## src/gip_pkg.sv

```systemverilog
// Behaviour
// - direction bit one: port A transmits, pins input
// - direction bit zero: port A receives, pins output
// - port B always takes the opposite role
// - gate bit 11 passes async summary to interrupt
// - gate bit 10 passes iso transmit summary
// - gate bit 9 passes iso receive summary
// - gate bit 8 passes link/phy summary
// - summary bits 3..0 are read-only pending flags
// - summary bits clear themselves, no acknowledge
// - low interrupt held while any gated summary active
// - bits 18/17 enable port outputs; reset 0x00010000
package gip_pkg;

  // ******************************************************************
  // bus and pin widths
  // ******************************************************************
  localparam int ADDR_W    = 8;
  localparam int DATA_W    = 32;
  localparam int NUM_BYTES = DATA_W / 8;
  localparam int AV_W      = 8;
  localparam int NUM_MOD   = 4;

  // ******************************************************************
  // register map (byte addresses)
  // ******************************************************************
  localparam logic [ADDR_W-1:0] OFF_GLOB_CSR   = 8'h18;
  localparam logic [ADDR_W-1:0] OFF_TIMER      = 8'h1C;
  localparam logic [ADDR_W-1:0] OFF_EVT_STATUS = 8'h40;
  localparam logic [ADDR_W-1:0] OFF_EVT_MASK   = 8'h44;
  localparam logic [ADDR_W-1:0] WORD_MASK      = 8'hFC;

  // ******************************************************************
  // field layout and reset values
  // ******************************************************************
  localparam int BIT_OE_B    = 18;
  localparam int BIT_OE_A    = 17;
  localparam int BIT_DIR_A   = 16;
  localparam int BIT_GATE_LO = 8;
  localparam int BIT_SUM_LO  = 0;

  localparam logic [DATA_W-1:0]  GLOB_CSR_RESET  = 32'h0001_0000;
  localparam logic [NUM_MOD-1:0] EVT_MASK_RESET  = 4'h0;
  localparam logic [NUM_MOD-1:0] EVT_STAT_RESET  = 4'h0;

  localparam logic [1:0] RESP_OKAY   = 2'h0;
  localparam logic [1:0] RESP_SLVERR = 2'h2;

  // ******************************************************************
  // types
  // ******************************************************************
  // bit order matches status bits 3..0 and gate bits 11..8
  typedef struct packed {
    logic async_module_summary;
    logic iso_tx_summary;
    logic iso_rx_summary;
    logic link_phy_summary;
  } gip_mod_type;

  typedef struct packed {
    logic                port_b_output_enable;
    logic                port_a_output_enable;
    logic                port_a_direction;
    logic [NUM_MOD-1:0]  gate;
  } gip_csr_type;

  typedef struct packed {
    logic [AV_W-1:0] data;
    logic            oe_n;
  } gip_pin_out_type;

  typedef enum logic [1:0] {
    WR_IDLE = 2'h0,
    WR_ADDR = 2'h1,
    WR_RESP = 2'h3,
    WR_DATA = 2'h2
  } gip_wr_state_type;

  typedef enum logic {
    RD_IDLE = 1'h0,
    RD_RESP = 1'h1
  } gip_rd_state_type;

  function automatic gip_csr_type csr_from_word(input logic [DATA_W-1:0] w);
    gip_csr_type c;
    c.port_b_output_enable = w[BIT_OE_B];
    c.port_a_output_enable = w[BIT_OE_A];
    c.port_a_direction     = w[BIT_DIR_A];
    c.gate                 = w[BIT_GATE_LO +: NUM_MOD];
    return c;
  endfunction : csr_from_word

  function automatic logic [DATA_W-1:0] csr_to_word(input gip_csr_type c,
                                                    input gip_mod_type s);
    logic [DATA_W-1:0] w;
    w                          = '0;
    w[BIT_OE_B]                = c.port_b_output_enable;
    w[BIT_OE_A]                = c.port_a_output_enable;
    w[BIT_DIR_A]               = c.port_a_direction;
    w[BIT_GATE_LO +: NUM_MOD]  = c.gate;
    w[BIT_SUM_LO +: NUM_MOD]   = s;
    return w;
  endfunction : csr_to_word

  localparam gip_csr_type CSR_RESET = csr_from_word(GLOB_CSR_RESET);

endpackage : gip_pkg

```

## src/gip_global_irq.sv

```systemverilog
// Local design decision: the AXI4-Lite register port.
module gip_global_irq
  import gip_pkg::*;
(
  input  wire logic                aclk,
  input  wire logic                aresetn,
  input  wire logic [ADDR_W-1:0]   s_axi_awaddr,
  input  wire logic [2:0]          s_axi_awprot,
  input  wire logic                s_axi_awvalid,
  output logic                     s_axi_awready,
  input  wire logic [DATA_W-1:0]   s_axi_wdata,
  input  wire logic [NUM_BYTES-1:0] s_axi_wstrb,
  input  wire logic                s_axi_wvalid,
  output logic                     s_axi_wready,
  output logic [1:0]               s_axi_bresp,
  output logic                     s_axi_bvalid,
  input  wire logic                s_axi_bready,
  input  wire logic [ADDR_W-1:0]   s_axi_araddr,
  input  wire logic [2:0]          s_axi_arprot,
  input  wire logic                s_axi_arvalid,
  output logic                     s_axi_arready,
  output logic [DATA_W-1:0]        s_axi_rdata,
  output logic [1:0]               s_axi_rresp,
  output logic                     s_axi_rvalid,
  input  wire logic                s_axi_rready,
  input  wire gip_mod_type         summary_in,
  output logic                     host_int_n,
  output logic                     evt_irq,
  input  wire logic [AV_W-1:0]     av_port_a_in,
  output gip_pin_out_type          av_port_a_out,
  input  wire logic [AV_W-1:0]     av_port_b_in,
  output gip_pin_out_type          av_port_b_out,
  input  wire logic [AV_W-1:0]     rx_data,
  output logic [AV_W-1:0]          tx_data,
  output logic                     port_a_direction
);

  // ******************************************************************
  // declarations
  // ******************************************************************
  gip_wr_state_type     wr_state_ff;
  gip_wr_state_type     nxt_wr_state;
  gip_rd_state_type     rd_state_ff;
  logic [ADDR_W-1:0]    awaddr_ff;
  logic [DATA_W-1:0]    wdata_ff;
  logic [NUM_BYTES-1:0] wstrb_ff;
  logic                 wr_go_ff;
  logic [1:0]           bresp_ff;
  logic [DATA_W-1:0]    rdata_ff;
  logic [1:0]           rresp_ff;
  gip_csr_type          csr_ff;
  gip_mod_type          summary_ff;
  logic [NUM_MOD-1:0]   evt_stat_ff;
  logic [NUM_MOD-1:0]   evt_mask_ff;
  logic                 host_int_n_ff;
  gip_pin_out_type      port_a_ff;
  gip_pin_out_type      port_b_ff;
  logic [AV_W-1:0]      tx_data_ff;
  logic                 aw_hs;
  logic                 w_hs;
  logic                 ar_hs;
  logic [ADDR_W-1:0]    wr_word;
  logic [ADDR_W-1:0]    rd_word;
  logic [ADDR_W-1:0]    nxt_awaddr;
  logic [DATA_W-1:0]    wr_merged;
  logic [NUM_MOD-1:0]   evt_set;
  logic [NUM_MOD-1:0]   evt_clr;
  // helper nets for the gates, the mask merge, the write accept and the pin drivers
  logic [DATA_W-1:0]    mask_merged;
  logic [NUM_MOD-1:0]   gated_req;
  logic                 wr_accept;
  logic                 port_a_drive;
  logic                 port_b_drive;

  function automatic logic [DATA_W-1:0] merge(input logic [DATA_W-1:0]    old_w,
                                              input logic [DATA_W-1:0]    new_w,
                                              input logic [NUM_BYTES-1:0] strb);
    logic [DATA_W-1:0] m;
    m = old_w;
    for (int i = 0; i < NUM_BYTES; i++) begin
      if (strb[i]) begin
        m[i*8 +: 8] = new_w[i*8 +: 8];
      end
    end
    return m;
  endfunction : merge

  // ******************************************************************
  // write channel
  // ******************************************************************
  // address and data are taken in either order; the register update
  // happens one cycle after the second of them, at the edge that ends the first bvalid cycle
  // protection attributes are ignored: any master may reach every register
  assign s_axi_awready = (wr_state_ff == WR_IDLE) || (wr_state_ff == WR_DATA);
  assign s_axi_wready  = (wr_state_ff == WR_IDLE) || (wr_state_ff == WR_ADDR);
  assign s_axi_bvalid  = (wr_state_ff == WR_RESP);
  assign s_axi_bresp   = bresp_ff;
  assign aw_hs         = s_axi_awvalid && s_axi_awready;
  assign w_hs          = s_axi_wvalid && s_axi_wready;
  assign nxt_awaddr    = aw_hs ? s_axi_awaddr : awaddr_ff;
  assign wr_word       = awaddr_ff & WORD_MASK;
  // the cycle in which the second half of a write is taken
  assign wr_accept     = (nxt_wr_state == WR_RESP) && (wr_state_ff != WR_RESP);

  always_comb begin
    nxt_wr_state = wr_state_ff;
    case (wr_state_ff)
      WR_IDLE: begin
        if (aw_hs && w_hs) begin
          nxt_wr_state = WR_RESP;
        end else if (aw_hs) begin
          nxt_wr_state = WR_ADDR;
        end else if (w_hs) begin
          nxt_wr_state = WR_DATA;
        end
      end
      WR_ADDR: begin
        if (w_hs) begin
          nxt_wr_state = WR_RESP;
        end
      end
      WR_DATA: begin
        if (aw_hs) begin
          nxt_wr_state = WR_RESP;
        end
      end
      WR_RESP: begin
        if (s_axi_bready) begin
          nxt_wr_state = WR_IDLE;
        end
      end
      default: nxt_wr_state = WR_IDLE;
    endcase
  end

  always_ff @(posedge aclk) begin
    if (!aresetn) begin
      wr_state_ff <= WR_IDLE;
      awaddr_ff   <= '0;
      wdata_ff    <= '0;
      wstrb_ff    <= '0;
      wr_go_ff    <= 1'h0;
      bresp_ff    <= RESP_OKAY;
    end else begin
      wr_state_ff <= nxt_wr_state;
      wr_go_ff    <= wr_accept;
      if (aw_hs) begin
        awaddr_ff <= s_axi_awaddr;
      end
      if (w_hs) begin
        wdata_ff <= s_axi_wdata;
        wstrb_ff <= s_axi_wstrb;
      end
      // decode the address being taken now: awaddr_ff may not hold it yet
      if (wr_accept) begin
        case (nxt_awaddr & WORD_MASK)
          OFF_GLOB_CSR, OFF_EVT_STATUS, OFF_EVT_MASK: bresp_ff <= RESP_OKAY;
          default:                                    bresp_ff <= RESP_SLVERR;
        endcase
      end
    end
  end

  // ******************************************************************
  // read channel
  // ******************************************************************
  assign s_axi_arready = (rd_state_ff == RD_IDLE);
  assign s_axi_rvalid  = (rd_state_ff == RD_RESP);
  assign s_axi_rdata   = rdata_ff;
  assign s_axi_rresp   = rresp_ff;
  assign ar_hs         = s_axi_arvalid && s_axi_arready;
  assign rd_word       = s_axi_araddr & WORD_MASK;

  // rdata is loaded at the address handshake and stands until rready
  always_ff @(posedge aclk) begin
    if (!aresetn) begin
      rd_state_ff <= RD_IDLE;
      rdata_ff    <= '0;
      rresp_ff    <= RESP_OKAY;
    end else begin
      case (rd_state_ff)
        RD_IDLE: begin
          if (ar_hs) begin
            rd_state_ff <= RD_RESP;
            rresp_ff    <= RESP_OKAY;
            case (rd_word)
              // summary bits read live, with no acknowledge needed
              OFF_GLOB_CSR:   rdata_ff <= csr_to_word(csr_ff, summary_ff);
              OFF_EVT_STATUS: rdata_ff <= DATA_W'(evt_stat_ff);
              OFF_EVT_MASK:   rdata_ff <= DATA_W'(evt_mask_ff);
              default: begin
                rdata_ff <= '0;
                rresp_ff <= RESP_SLVERR;
              end
            endcase
          end
        end
        RD_RESP: begin
          if (s_axi_rready) begin
            rd_state_ff <= RD_IDLE;
          end
        end
        default: rd_state_ff <= RD_IDLE;
      endcase
    end
  end

  // ******************************************************************
  // control register
  // ******************************************************************
  // writes to the summary bits are dropped: they only mirror the modules
  // byte strobes act lane by lane on the word as it reads back
  assign wr_merged = merge(csr_to_word(csr_ff, summary_ff), wdata_ff, wstrb_ff);

  always_ff @(posedge aclk) begin
    if (!aresetn) begin
      csr_ff <= CSR_RESET;
    end else if (wr_go_ff && (wr_word == OFF_GLOB_CSR)) begin
      csr_ff <= csr_from_word(wr_merged);
    end
  end

  // ******************************************************************
  // interrupt aggregation
  // ******************************************************************
  // gate bits 11..8 pair with summaries 3..0; a clear gate blocks its
  // module whatever that module's own enables hold
  for (genvar g = 0; g < NUM_MOD; g++) begin : g_gate
    assign gated_req[g] = summary_in[g] & csr_ff.gate[g];
  end

  always_ff @(posedge aclk) begin
    if (!aresetn) begin
      summary_ff    <= '0;
      host_int_n_ff <= 1'h1;
    end else begin
      summary_ff    <= summary_in;
      host_int_n_ff <= ~|gated_req;
    end
  end

  assign host_int_n = host_int_n_ff;

  // ******************************************************************
  // sticky event flags
  // ******************************************************************
  // a rising summary sets its flag; set wins over a same-cycle clear
  // summary_ff resets to the idle level, so no false event follows reset
  assign evt_set = summary_in & ~summary_ff;
  assign evt_clr = (wr_go_ff && (wr_word == OFF_EVT_STATUS)) ?
                   (wr_merged[NUM_MOD-1:0] & {NUM_MOD{wstrb_ff[0]}}) : '0;
  assign mask_merged = merge(DATA_W'(evt_mask_ff), wdata_ff, wstrb_ff);

  always_ff @(posedge aclk) begin
    if (!aresetn) begin
      evt_stat_ff <= EVT_STAT_RESET;
    end else begin
      evt_stat_ff <= (evt_stat_ff & ~evt_clr) | evt_set;
    end
  end

  always_ff @(posedge aclk) begin
    if (!aresetn) begin
      evt_mask_ff <= EVT_MASK_RESET;
    end else if (wr_go_ff && (wr_word == OFF_EVT_MASK)) begin
      evt_mask_ff <= mask_merged[NUM_MOD-1:0];
    end
  end

  assign evt_irq = |(evt_stat_ff & evt_mask_ff);

  // ******************************************************************
  // av port direction
  // ******************************************************************
  // a port drives its pins only as receiver and with its enable set;
  // otherwise it floats and may be sampled as an input. the direction
  // bit is in both terms, so the two ports can never drive together
  assign port_a_drive = csr_ff.port_a_output_enable &
                        ~csr_ff.port_a_direction;
  assign port_b_drive = csr_ff.port_b_output_enable &
                        csr_ff.port_a_direction;

  always_ff @(posedge aclk) begin
    if (!aresetn) begin
      port_a_ff  <= '{data: '0, oe_n: 1'h1};
      port_b_ff  <= '{data: '0, oe_n: 1'h1};
      tx_data_ff <= '0;
    end else begin
      port_a_ff.data <= rx_data;
      port_b_ff.data <= rx_data;
      port_a_ff.oe_n <= ~port_a_drive;
      port_b_ff.oe_n <= ~port_b_drive;
      // the transmitting port's pins feed the transmitter
      tx_data_ff     <= csr_ff.port_a_direction ? av_port_a_in : av_port_b_in;
    end
  end

  assign av_port_a_out    = port_a_ff;
  assign av_port_b_out    = port_b_ff;
  assign tx_data          = tx_data_ff;
  assign port_a_direction = csr_ff.port_a_direction;

endmodule : gip_global_irq

```

## config.mk

```make
export PLATFORM = sky130hd
export DESIGN_NAME = gip_global_irq
export DESIGN_NICKNAME = d
export VERILOG_FILES = /design/src/gip_pkg.sv /design/src/gip_global_irq.sv
export SDC_FILE = /design/constraint.sdc
export NUM_CORES = 1
export LEC_CHECK = 0
export ABC_AREA = 1
export BUFFER_PORTS_ARGS = -buffer_cell sky130_fd_sc_hd__buf_2
export CAP_MARGIN = 10
export CELL_PAD_IN_SITES_DETAIL_PLACEMENT = 1
export CELL_PAD_IN_SITES_GLOBAL_PLACEMENT = 1
export CORE_UTILIZATION = 25
export CTS_CLUSTER_SIZE = 12
export DETAILED_ROUTE_END_ITERATION = 10
export PLACE_DENSITY_LB_ADDON = 0.1
export SLEW_MARGIN = 20
export SYNTH_ARGS = -nofsm -noshare
export SYNTH_HDL_FRONTEND = slang
export SYNTH_SLANG_ARGS = --single-unit
export TNS_END_PERCENT = 100
```

## constraint.sdc

```tcl
create_clock -name aclk -period 3.58 [get_ports aclk]
set_input_delay 0.358 -clock aclk [delete_from_list [all_inputs] [get_ports aclk]]
set_output_delay 0.358 -clock aclk [all_outputs]
set_load 0.03 [all_outputs]
```

==> out/results.tsv, run 1 <==
metric	value	unit
run status	complete, no violations	
TritonCTS buffer count	9	
Cell Area, Synth	3129	sq um
number of inserted filler cells in the final layout	1523	
area of the core	12110	sq um
type of the most critical hold path	in2reg	
Worst IR Drop VDD	0.0002443	V
Clock transition at path regs	0.06	ns
slew of the pin with the lowest slew margin	0.7850	ns
syn avg cell area	7.614	sq um
gp weighted congestion	0.6996	
number of flops mapped to enable cells by yosys	0	
die area	12970	sq um
largest fanout of any net on the critical path	17	
final worst-path cycle share	45.84	%
number of resized instances in the post-cts repair step	0	
Pre-antenna DRT Iters	4	
slowest stage delay, CP	0.61	ns
proportion of layout cells with a drive suffix above 1	27.57	%
Critical-path top delay cell	sky130_fd_sc_hd__nor2_1	
number of buffers added to fix hold violations after cts	0	
most common library cell in the layout ignoring fill and taps	sky130_fd_sc_hd__buf_2	
number of buffers added on ports	107	
register bit count reported by yosys	75	
count of boundary I/O pins	163	
CTS sink count	75	
number of cells produced by synthesis	411	
Yosys top cell area share	47.98	%
kind of end point of the critical path	register	
WP data arrival	1.86	ns
H-Tree Depth	3	
Gate power share	12.5	%
sequential fraction of the synthesis area	47.98	%
wire length after detailed routing	8.447	mm
worst-case clock skew	0.008441	ns
peak clock frequency supported by timing	609.4	MHz
critical setup path kind	reg2reg	
final net count	603	
setup TNS after final layout	0	ns
destination of the worst register-to-register timing path	wstrb_ff[2]$_SDFFE_PN0P_	
final-layout worst hold slack	0.2009	ns
clock tree from TritonCTS	built	
flip-flop and latch area	1501	sq um
destination of the worst hold path	av_port_b_out[3]$_SDFF_PN0_	
number of antenna violations at the first check in global routing	0	
area of all placed cells without fillers	3999	sq um
required time of the critical path	3.80	ns
Max-Cap Viols	0	
commonest cells after routing, fill and taps aside	107 x sky130_fd_sc_hd__buf_2, 93 x sky130_fd_sc_hd__nand2_1, 75 x sky130_fd_sc_hd__dfxtp_1, 41 x sky130_fd_sc_hd__nor2_1, 37 x sky130_fd_sc_hd__inv_1	
Worst Reg2Reg Path Length in Cells	4	
wire length of the first global-routing pass	13.54	mm
share of total power in sequential cells	42.7	%
root buffer cell	sky130_fd_sc_hd__clkbuf_16	
unrepaired setup endpoints after global routing	no	
count of unique library cells instantiated by Yosys	25	
dominant register cell in the synthesized netlist	sky130_fd_sc_hd__dfxtp_1	
part of the total power dissipated in the clock network	44.9	%
largest cells by area after synthesis	sky130_fd_sc_hd__dfxtp_1 48%, sky130_fd_sc_hd__nand2_1 11%, sky130_fd_sc_hd__buf_4 7.4%	
cell row count	40	
fraction of synthesis flops using an asynchronous set or reset pin	0	%
starting utilization of the core area	25.84	%
via count of the first global-routing pass	2772	
switch share	26.57	%
number of endpoints with negative hold slack in the final report	0	
chain of cells forming the critical path	nor2_1, inv_2, o21ai_0, a21oi_1	
gr usage total	13.60	%
relative slew slack	47.48	%
worst reg2reg startpoint	wr_state_ff[1]$_SDFF_PN0_	
count of pins over their slew limit	0	
Die Span X	113.9	um
number of nets still failing antenna checks after routing	0	
Area Growth Syn to Fin	27.79	%
pin count of the biggest net entering global routing	45	
vertical die dimension	113.9	um
total number of vias	2840	
buffers inserted by post-CTS timing repair	0	
initial drt markers	79	
Remaining Overflow, GRT	0	
number of vias per cell after detailed routing	4.158	
switching power of the nets	567.7	uW
Yosys warning count	0	
cell type with the largest total area after synthesis	sky130_fd_sc_hd__dfxtp_1	
footprint of the multi-input gates	1257	sq um
post-DR wirelength/cell	12.37	um
clock latency reported for the late side of the worst-skew pair	0.33	ns
leakage power figure	0.001982	uW
slack of the worst reg-to-reg path	1.94	ns
Post-DP Area	3689	sq um
HPWL after detailed placement	6.434	mm
antenna diode count	0	
internal portion of total power	1569	uW
total of endpoints with negative setup slack in the final report	0	
DR DRC count	0	
startpoint of the tightest hold check path	rx_data[2]	
depth of the worst hold-timing path	3	
CP startpoint kind	register	
clock buffer depth	2	
Final min period	1.641	ns
total power density per cell area	534.3	nW/um^2
## registers in the layout, indices dropped and copies added, names as in the netlist, 4 cells and up
register / count
av_port_b_out: 9
csr_ff: 6
tx_data: 8
summary_ff: 4
evt_stat_ff: 4
evt_mask_ff: 4
wdata_ff: 11
s_axi_rdata: 11
awaddr_ff: 6
## how the worst max path moves through the flow
stage | startpoint | end | slack (ns) | cells past startpoint
floorplan | s_axi_rvalid$_SDFF_PN0_ | s_axi_rvalid$_SDFF_PN0_ | 2.24 | 5
global placement | s_axi_wvalid | wstrb_ff[2]$_SDFFE_PN0P_ | 1.81 | 6
detailed placement | s_axi_wvalid | wstrb_ff[0]$_SDFFE_PN0P_ | 1.78 | 6
CTS | wr_state_ff[1]$_SDFF_PN0_ | wstrb_ff[0]$_SDFFE_PN0P_ | 1.92 | 4
global route | wr_state_ff[1]$_SDFF_PN0_ | wstrb_ff[2]$_SDFFE_PN0P_ | 1.71 | 4
finish | wr_state_ff[1]$_SDFF_PN0_ | wstrb_ff[2]$_SDFFE_PN0P_ | 1.94 | 4
## routing by layer
layer | global-route usage, % | part of all wire (%)
met3 | 2.550 | 4.0
met1 | 18.27 | 50
met2 | 20.65 | 44
met4 | 7.273 | 2.2
met5 | 0 | 0
## power by group through the flow
stage	registers, uW	clock network (uW)	logic, uW
after floorplan	959	0	172
after global placement	929	0	266
after detailed placement	930	0	269
after CTS	912	992	271
after global routing	917	1020	295
final	911	959	267
## synthesized netlist by cell type (2+ instances only)
cell type,number
sky130_fd_sc_hd__nand2_1,93
sky130_fd_sc_hd__inv_1,37
sky130_fd_sc_hd__clkbuf_1,7
sky130_fd_sc_hd__nand3_1,23
sky130_fd_sc_hd__o21a_1,3
sky130_fd_sc_hd__dfxtp_1,75
sky130_fd_sc_hd__nor2_2,2
sky130_fd_sc_hd__or2_2,4
sky130_fd_sc_hd__buf_2,5
sky130_fd_sc_hd__a21oi_1,27
sky130_fd_sc_hd__nand4_1,14
sky130_fd_sc_hd__a22o_1,8
sky130_fd_sc_hd__inv_2,8
sky130_fd_sc_hd__o21ai_1,5
sky130_fd_sc_hd__nor2_1,41
sky130_fd_sc_hd__o21ai_0,20
sky130_fd_sc_hd__buf_4,31
## critical path, delay by kind of cell (launching register included)
family | cells | cell delay (ns)
AO/OA/AOI/OAI | 2 | 0.29
buffers and inverters | 1 | 0.29
flip-flops | 1 | 0.33
AND/OR/NAND/NOR | 1 | 0.61
## final cells by class
type	count	area share [%]
Inverter	45	4.224
Tap cell	168	5.257
Clock inverter	5	1.940
Multi-Input combinational cell	270	31.45
Sequential cell	75	37.55
Timing Repair Buffer	109	13.77
Clock buffer	11	5.820
## through the flow
stage               utilization [%]  setup slack (ns)  power, uW  cells
floorplan                         -             2.243       1132    433
global placement              30.45             1.809       1195    667
detailed placement            30.45             1.782       1200    667
CTS                           33.02             1.924       2175    683
global route                  33.02             1.713       2234    683
finish                        33.02             1.939       2137    683
## cell families after synthesis
kind of cell / synth area share [%]
AOI/OAI and AO/OA: 11.28
buffers and inverters: 14.47
DFF: 47.98
other: 0.1198
and+or+nand+nor: 26.15
Power figures use the tool's default switching activity.
==> run 2, diff against run 1 <==
--- a/config.mk
+++ b/config.mk
@@ -5,7 +5,7 @@
 export SDC_FILE = /design/constraint.sdc
 export NUM_CORES = 1
 export LEC_CHECK = 0
-export ABC_AREA = 1
+export ABC_AREA = 0
 export BUFFER_PORTS_ARGS = -buffer_cell sky130_fd_sc_hd__buf_2
 export CAP_MARGIN = 10
 export CELL_PAD_IN_SITES_DETAIL_PLACEMENT = 1
==> constraint.sdc (replaced) <==
create_clock -name aclk -period 1.5 [get_ports aclk]
set_input_delay 0.15 -clock aclk [delete_from_list [all_inputs] [get_ports aclk]]
set_output_delay 0.15 -clock aclk [all_outputs]
set_load 0.03 [all_outputs]
==> run 2 against run 1 <==
  * Routed wire length is 2.9% lower
  * Clock-buffer cell count down 1
  * Utilization is 1.1 points higher
  * Sequential share of layout area is 1.2 points lower
  * Clock skew shrank 0.0015 ns
  * Worst hold slack got worse by 0.19 ns
  * Global-route usage fell by 0.89 points
  * Final cell count shrank 9.2%
  * Flip-flop and latch count is the same
  * Fmax up 20%
  * Critical endpoint is now evt_mask_ff[1]$_SDFFE_PN0P_
  * Total power grew 140%
  * Critical path depth up 1
==> out/results.tsv, run 2 <==
metric	value	unit	change
run status	complete, no violations		unchanged
setup TNS after final layout	0	ns	unchanged
count of placed standard cells including taps	603		was 667
critical setup path kind	reg2reg		unchanged
number of flops mapped to enable cells by yosys	0		unchanged
gr usage total	12.71	%	was 13.60%
adder-cell share of the synthesized area	0	%	unchanged
Synth Area in Compound Gates	12.92	%	was 11.28%
post-DR wirelength/cell	13.23	um	was 12.37 um
largest fanout of any net on the critical path	4		was 17
depth of the worst hold-timing path	2		was 3
switching power of the nets	1283	uW	was 567.7 uW
root buffer cell	sky130_fd_sc_hd__clkbuf_16		unchanged
wire length of the first global-routing pass	12.62	mm	was 13.54 mm
Worst IR Drop VDD	0.0006059	V	was 0.0002443 V
Cell Area, Synth	3137	sq um	was 3129 sq um
cell row count	40		unchanged
TritonCTS buffer count	9		unchanged
part of the total power dissipated in the clock network	46.4	%	was 44.9%
wire length after detailed routing	8.202	mm	was 8.447 mm
WP data arrival	1.63	ns	was 1.86 ns
Worst Reg2Reg Path Length in Cells	5		was 4
kind of end point of the critical path	register		unchanged
Final min period	1.372	ns	was 1.641 ns
share of total power in sequential cells	41.9	%	was 42.7%
Remaining Overflow, GRT	0		unchanged
CP startpoint kind	register		unchanged
proportion of layout cells with a drive suffix above 1	34.07	%	was 27.57%
largest cells by area after synthesis	sky130_fd_sc_hd__dfxtp_1 48%, sky130_fd_sc_hd__buf_4 7.4%, sky130_fd_sc_hd__mux2i_1 5.7%		was sky130_fd_sc_hd__dfxtp_1 48%, sky130_fd_sc_hd__nand2_1 11%, sky130_fd_sc_hd__buf_4 7.4%
leakage power figure	0.001876	uW	was 0.001982 uW
peak clock frequency supported by timing	728.8	MHz	was 609.4 MHz
largest family of logic cells by synthesized area	simple AND/OR/NAND/NOR gates		unchanged
most common library cell in the layout ignoring fill and taps	sky130_fd_sc_hd__buf_2		unchanged
slew of the pin with the lowest slew margin	0.5734	ns	was 0.7850 ns
number of nets still failing antenna checks after routing	0		unchanged
number of antenna violations at the first check in global routing	0		unchanged
syn avg cell area	9.280	sq um	was 7.614 sq um
Yosys warning count	0		unchanged
overall power	5069	uW	was 2137 uW
clock latency reported for the late side of the worst-skew pair	0.33	ns	about the same
count of unique library cells instantiated by Yosys	42		was 25
worst-case clock skew	0.006931	ns	was 0.008441 ns
register bit count reported by yosys	75		unchanged
logic depth of the worst path, buffers included	5		was 4
initial drt markers	90		was 79
chain of cells forming the critical path	buf_4, nand4bb_2, nor3_4, buf_4, mux2i_1		was nor2_1, inv_2, o21ai_0, a21oi_1
Pre-antenna DRT Iters	4		unchanged
number of endpoints with negative hold slack in the final report	0		unchanged
type of the most critical hold path	in2reg		unchanged
dominant register cell in the synthesized netlist	sky130_fd_sc_hd__dfxtp_1		unchanged
area of the core	12110	sq um	unchanged
synth cell count leaders	75 x sky130_fd_sc_hd__dfxtp_1, 38 x sky130_fd_sc_hd__nand2_1, 31 x sky130_fd_sc_hd__buf_4		was 93 x sky130_fd_sc_hd__nand2_1, 75 x sky130_fd_sc_hd__dfxtp_1, 41 x sky130_fd_sc_hd__nor2_1
most used cell, CP	sky130_fd_sc_hd__buf_4		
total power density per cell area	1226	nW/um^2	was 534.3 nW/um^2
vertical die dimension	114.0	um	was 113.9 um
clock tree from TritonCTS	built		unchanged
Gate power share	11.7	%	was 12.5%
slowest stage delay, CP	0.32	ns	was 0.61 ns
post-route insts no fill	620		was 683
share of synthesized area spent on multiplexers	7.180	%	was 0%
HPWL after detailed placement	6.096	mm	was 6.434 mm
final net count	540		was 603
XOR/XNOR share of the synthesized area	0	%	unchanged
required time of the critical path	1.76	ns	was 3.80 ns
number of buffer and inverter instances along the worst setup path	2		was 1
total of endpoints with negative setup slack in the final report	0		unchanged
count leader, synth	sky130_fd_sc_hd__dfxtp_1		was sky130_fd_sc_hd__nand2_1
clock buffer depth	2		unchanged
startpoint of the tightest hold check path	s_axi_bready		was rx_data[2]
fraction of synthesis flops using an asynchronous set or reset pin	0	%	unchanged
crit-path leading delay family	simple AND/OR/NAND/NOR gates		unchanged
die area	13000	sq um	was 12,970 sq um
antenna diode count	0		unchanged
number of vias per cell after detailed routing	4.276		was 4.158
number of cells produced by synthesis	338		was 411
cell type with the largest total area after synthesis	sky130_fd_sc_hd__dfxtp_1		unchanged
sequential fraction of the synthesis area	47.87	%	was 47.98%
simple logic cell fraction of the synthesized area	20.66	%	was 26.15%
Yosys top cell area share	47.87	%	was 47.98%
relative slew slack	61.77	%	was 47.48%
starting utilization of the core area	25.90	%	was 25.84%
Die Span X	114.0	um	was 113.9 um
gp weighted congestion	0.7280		was 0.6996
H-Tree Depth	3		unchanged
pin count of the biggest net entering global routing	30		was 45
final worst-path cycle share	91.47	%	was 45.84%
total number of vias	2651		was 2,840
Clock transition at path regs	0.06	ns	about the same
count of boundary I/O pins	163		unchanged
Area Growth Syn to Fin	31.79	%	was 27.79%
worst reg2reg startpoint	awaddr_ff[4]$_SDFF_PN0_		was wr_state_ff[1]$_SDFF_PN0_
critical path launch point	awaddr_ff[4]$_SDFF_PN0_		was wr_state_ff[1]$_SDFF_PN0_
number of buffers added on ports	107		unchanged
number of inserted filler cells in the final layout	1482		was 1,523
switch share	25.32	%	was 26.57%
via count of the first global-routing pass	2562		was 2,772
internal portion of total power	3786	uW	was 1569 uW
commonest cells after routing, fill and taps aside	107 x sky130_fd_sc_hd__buf_2, 75 x sky130_fd_sc_hd__dfxtp_1, 38 x sky130_fd_sc_hd__nand2_1, 30 x sky130_fd_sc_hd__a21oi_1, 24 x sky130_fd_sc_hd__nor2_1		was 107 x sky130_fd_sc_hd__buf_2, 93 x sky130_fd_sc_hd__nand2_1, 75 x sky130_fd_sc_hd__dfxtp_1, 41 x sky130_fd_sc_hd__nor2_1, 37 x sky130_fd_sc_hd__inv_1
CTS sink count	75		unchanged
DR DRC count	0		unchanged
Critical-path top delay cell	sky130_fd_sc_hd__dfxtp_1		was sky130_fd_sc_hd__nor2_1
count of pins over their slew limit	0		unchanged
Max-Cap Viols	0		unchanged
run 2: cells by family (layout without fill, tap and decap cells):
| group | Yosys count | in the layout |
|---|---|---|
| AOI/OAI and AO/OA | 64 | 64 |
| DFF | 75 | 75 |
| other | 1 | 23 |
| and+or+nand+nor | 118 | 118 |
| muxes | 22 | 22 |
| buffers and inverters | 58 | 150 |
run 2: timing repair:
action,4_1_cts,5_1_grt
gates resized for setup,0,3
hold endpoints to repair,0,0
endpoints found under the setup margin,0,7
setup buffers,0,1
hold buffers,0,0
run 2: final cells by class:
class                           count  area (sq um)  share of cell area [%]
Timing Repair Buffer              126         690.7                   16.71
Inverter                            8         30.03                  0.7264
Clock buffer                       10         239.0                   5.781
Sequential cell                    75          1501                   36.32
Multi-Input combinational cell    227          1374                   33.23
Clock inverter                      6         88.84                   2.149
Tap cell                          168         210.2                   5.085
run 2: stage by stage:
step / hold WS [ns] / util [%] / worst slack, ns / area, sq um
after floorplan: 0.2419 / - / 0.1588 / 3219
after global placement: 0.3509 / 31.29 / 0.1143 / 3790
after detailed placement: 0.3514 / 31.29 / 0.07296 / 3790
after CTS: 0.001558 / 34.00 / 0.06190 / 4118
after global routing: 0.01314 / 34.13 / -0.003271 / 4134
final: 0.01500 / 34.13 / 0.1279 / 4134
run 2: worst paths after layout:
path,to,slack [ns]
setup reg to reg,evt_mask_ff[1]$_SDFFE_PN0P_,0.13
hold / removal,wr_state_ff[1]$_SDFF_PN0_,0.02
hold reg to reg,av_port_a_out[0]$_SDFF_PN1_,0.44
setup / recovery,evt_mask_ff[1]$_SDFFE_PN0P_,0.13
run 2: per-layer routing:
layer  global-route usage, %  wire length (um)  vias up
met5                       0                 0        -
met4                   4.935               133        0
met3                   2.976               382       10
met2                   21.49              3985       73
met1                   15.62              3701     1233
li1                        -                 -     1335
run 2: power by group through the flow:
stage / registers [uW] / logic (uW) / clock network [uW]
global route: 2140 / 648 / 2490
floorplan: 2220 / 381 / 0
global placement: 2170 / 590 / 0
finish: 2130 / 592 / 2350
CTS: 2130 / 599 / 2420
detailed placement: 2170 / 597 / 0
run 2: worst register-to-register path, cell delays in order, from the launching register on:
cell                        delay [ns]
sky130_fd_sc_hd__dfxtp_1          0.32
sky130_fd_sc_hd__buf_4            0.14
sky130_fd_sc_hd__nand4bb_2        0.30
sky130_fd_sc_hd__nor3_4           0.19
sky130_fd_sc_hd__buf_4            0.17
sky130_fd_sc_hd__mux2i_1          0.19
==> run 3, diff against run 2 <==
--- a/config.mk
+++ b/config.mk
@@ -9,8 +9,8 @@
 export BUFFER_PORTS_ARGS = -buffer_cell sky130_fd_sc_hd__buf_2
 export CAP_MARGIN = 10
 export CELL_PAD_IN_SITES_DETAIL_PLACEMENT = 1
-export CELL_PAD_IN_SITES_GLOBAL_PLACEMENT = 1
-export CORE_UTILIZATION = 25
+export CELL_PAD_IN_SITES_GLOBAL_PLACEMENT = 2
+export CORE_UTILIZATION = 22
 export CTS_CLUSTER_SIZE = 12
 export DETAILED_ROUTE_END_ITERATION = 10
 export PLACE_DENSITY_LB_ADDON = 0.1
==> run 3 against run 2 <==
  * Clock-buffer cell count increased by 3
  * Combinational power up 2%
  * Non-clock buffer count rose by 2
  * Critical path depth is 2 lower
  * Total power down 6.1%
  * Clock power fell by 14%
  * Clock skew decreased by 0.0026 ns
  * Via count about the same
  * Sequential share of layout area increased by 0.31 points
  * First-iteration DRC count up 10%
  * Sequential power is essentially flat
  * Critical endpoint is now s_axi_bresp[1]$_SDFFE_PN0P_
  * Largest power group is now sequential cells
  * Highest routed layer unchanged
==> out/results.tsv, run 3 (same netlist as run 2, synthesis figures left out) <==
metric	value	unit	change
clock latency reported for the late side of the worst-skew pair	0.33	ns	about the same
TritonCTS buffer count	9		unchanged
final-layout worst hold slack	0.02205	ns	was 0.01500 ns
count of placed standard cells including taps	618		was 603
switch share	25.79	%	was 25.32%
most common library cell in the layout ignoring fill and taps	sky130_fd_sc_hd__buf_2		unchanged
cell row count	43		was 40
wire length after detailed routing	8.551	mm	was 8.202 mm
Final min period	1.365	ns	was 1.372 ns
peak clock frequency supported by timing	732.8	MHz	was 728.8 MHz
Pre-antenna DRT Iters	4		unchanged
clock tree from TritonCTS	built		unchanged
gr usage total	11.94	%	was 12.71%
starting utilization of the core area	22.60	%	was 25.90%
total number of vias	2653		was 2,651
total of endpoints with negative setup slack in the final report	0		unchanged
unrepaired setup endpoints after global routing	no		
number of nets still failing antenna checks after routing	0		unchanged
Remaining Overflow, GRT	0		unchanged
number of buffer and inverter instances along the worst setup path	0		was 2
worst-case clock skew	0.004302	ns	was 0.006931 ns
DR DRC count	0		unchanged
initial drt markers	99		was 90
CP startpoint kind	register		unchanged
count of pins over their slew limit	0		unchanged
post-DR wirelength/cell	13.51	um	was 13.23 um
number of vias per cell after detailed routing	4.191		was 4.276
CTS sink count	75		unchanged
commonest cells after routing, fill and taps aside	107 x sky130_fd_sc_hd__buf_2, 75 x sky130_fd_sc_hd__dfxtp_1, 38 x sky130_fd_sc_hd__nand2_1, 30 x sky130_fd_sc_hd__a21oi_1, 24 x sky130_fd_sc_hd__nor2_1		unchanged
proportion of layout cells with a drive suffix above 1	33.77	%	was 34.07%
kind of end point of the critical path	register		unchanged
total power density per cell area	1161	nW/um^2	was 1226 nW/um^2
antenna diode count	0		unchanged
wire length of the first global-routing pass	13.49	mm	was 12.62 mm
root buffer cell	sky130_fd_sc_hd__clkbuf_16		unchanged
vertical die dimension	121.4	um	was 114.0 um
run status	complete, no violations		unchanged
largest fanout of any net on the critical path	2		was 4
footprint of the multi-input gates	1369	sq um	was 1374 sq um
HPWL after detailed placement	6.490	mm	was 6.096 mm
final worst-path cycle share	90.98	%	was 91.47%
Max-Cap Viols	0		unchanged
Clock transition at path regs	0.05	ns	was 0.06 ns
post-route insts no fill	633		was 620
WP data arrival	1.57	ns	was 1.63 ns
clock buffer depth	2		unchanged
share of total power in sequential cells	44.7	%	was 41.9%
setup TNS after final layout	0	ns	unchanged
part of the total power dissipated in the clock network	42.7	%	was 46.4%
number of inserted filler cells in the final layout	1650		was 1,482
number of endpoints with negative hold slack in the final report	0		unchanged
buffers inserted by post-CTS timing repair	0		unchanged
die area	14740	sq um	was 13,000 sq um
Critical-path top delay cell	sky130_fd_sc_hd__a2111oi_1		was sky130_fd_sc_hd__dfxtp_1
chain of cells forming the critical path	or3b_1, a2111oi_1, o32ai_1		was buf_4, nand4bb_2, nor3_4, buf_4, mux2i_1
H-Tree Depth	3		unchanged
Worst IR Drop VDD	0.0004605	V	was 0.0006059 V
type of the most critical hold path	in2reg		unchanged
Area Growth Syn to Fin	30.67	%	was 31.79%
Gate power share	12.6	%	was 11.7%
slowest stage delay, CP	0.45	ns	was 0.32 ns
pin count of the biggest net entering global routing	32		was 30
switching power of the nets	1227	uW	was 1283 uW
crit-path leading delay family	compound AO/OA/AOI/OAI gates		was simple AND/OR/NAND/NOR gates
count of boundary I/O pins	163		unchanged
leakage power figure	0.001865	uW	was 0.001876 uW
via count of the first global-routing pass	2649		was 2,562
number of buffers added on ports	107		unchanged
required time of the critical path	1.70	ns	was 1.76 ns
gp weighted congestion	0.7039		was 0.7280
area of the core	13880	sq um	was 12,110 sq um
final net count	542		was 540
overall power	4759	uW	was 5069 uW
critical setup path kind	reg2reg		unchanged
Die Span X	121.4	um	was 114.0 um
internal portion of total power	3531	uW	was 3786 uW
number of antenna violations at the first check in global routing	0		unchanged
flip-flop and latch area	1501	sq um	unchanged
==> run 3: worst reg2reg max path: stages, from the launching register on <==
cell and delay, ns:
sky130_fd_sc_hd__dfxtp_1 0.30, sky130_fd_sc_hd__or3b_1 0.37, sky130_fd_sc_hd__a2111oi_1 0.45, sky130_fd_sc_hd__o32ai_1 0.12
==> run 3: layout make-up <==
| type | count | share of cell area, % |
|---|---|---|
| inverters | 8 | 0.7326 |
| flip-flops and latches | 75 | 36.63 |
| clock inverters | 2 | 0.2442 |
| multi-input cells | 227 | 33.39 |
| repair buffers | 128 | 16.91 |
| clock buffers | 13 | 6.593 |
| well taps | 180 | 5.495 |
==> run 3: power by group through the flow <==
stage,sequential [uW],clock [uW],combinational (uW)
final,2120,2030,602
after global routing,2140,2220,662
after CTS,2130,2120,610
after detailed placement,2170,0,610
after global placement,2170,0,607
after floorplan,2220,0,381
==> run 3: worst paths after layout <==
check                           from                          end  slack, ns  depth (start not counted)
max          awaddr_ff[3]$_SDFF_PN0_  s_axi_bresp[1]$_SDFFE_PN0P_       0.14                          3
max reg2reg  awaddr_ff[3]$_SDFF_PN0_  s_axi_bresp[1]$_SDFFE_PN0P_       0.14                          3
min reg2reg   csr_ff[5]$_SDFFE_PN0P_  av_port_a_out[0]$_SDFF_PN1_       0.43                          1
min                     s_axi_bready    wr_state_ff[1]$_SDFF_PN0_       0.02                          2
==> run 3: per-layer routing <==
metal	share of wire, %	up-vias	global-route usage, %
li1	-	1340	-
met1	48	1247	15.77
met2	47	62	18.89
met3	4.2	4	3.195
met4	1.0	0	3.472
met5	0	-	0
==> run 3: repair_timing <==
item                       4_1_cts  5_1_grt
setup endpoints to repair        0        3
resized for setup                0        2
hold buffers                     0        0
==> run 3: stage by stage <==
step                util (%)  cell area, sq um  setup slack [ns]
floorplan                  -              3219            0.1588
global placement       27.48              3815            0.1060
CTS                    29.50              4095           0.05499
finish                 29.53              4099            0.1353
detailed placement     27.48              3815           0.06923
global route           29.53              4099           0.01232
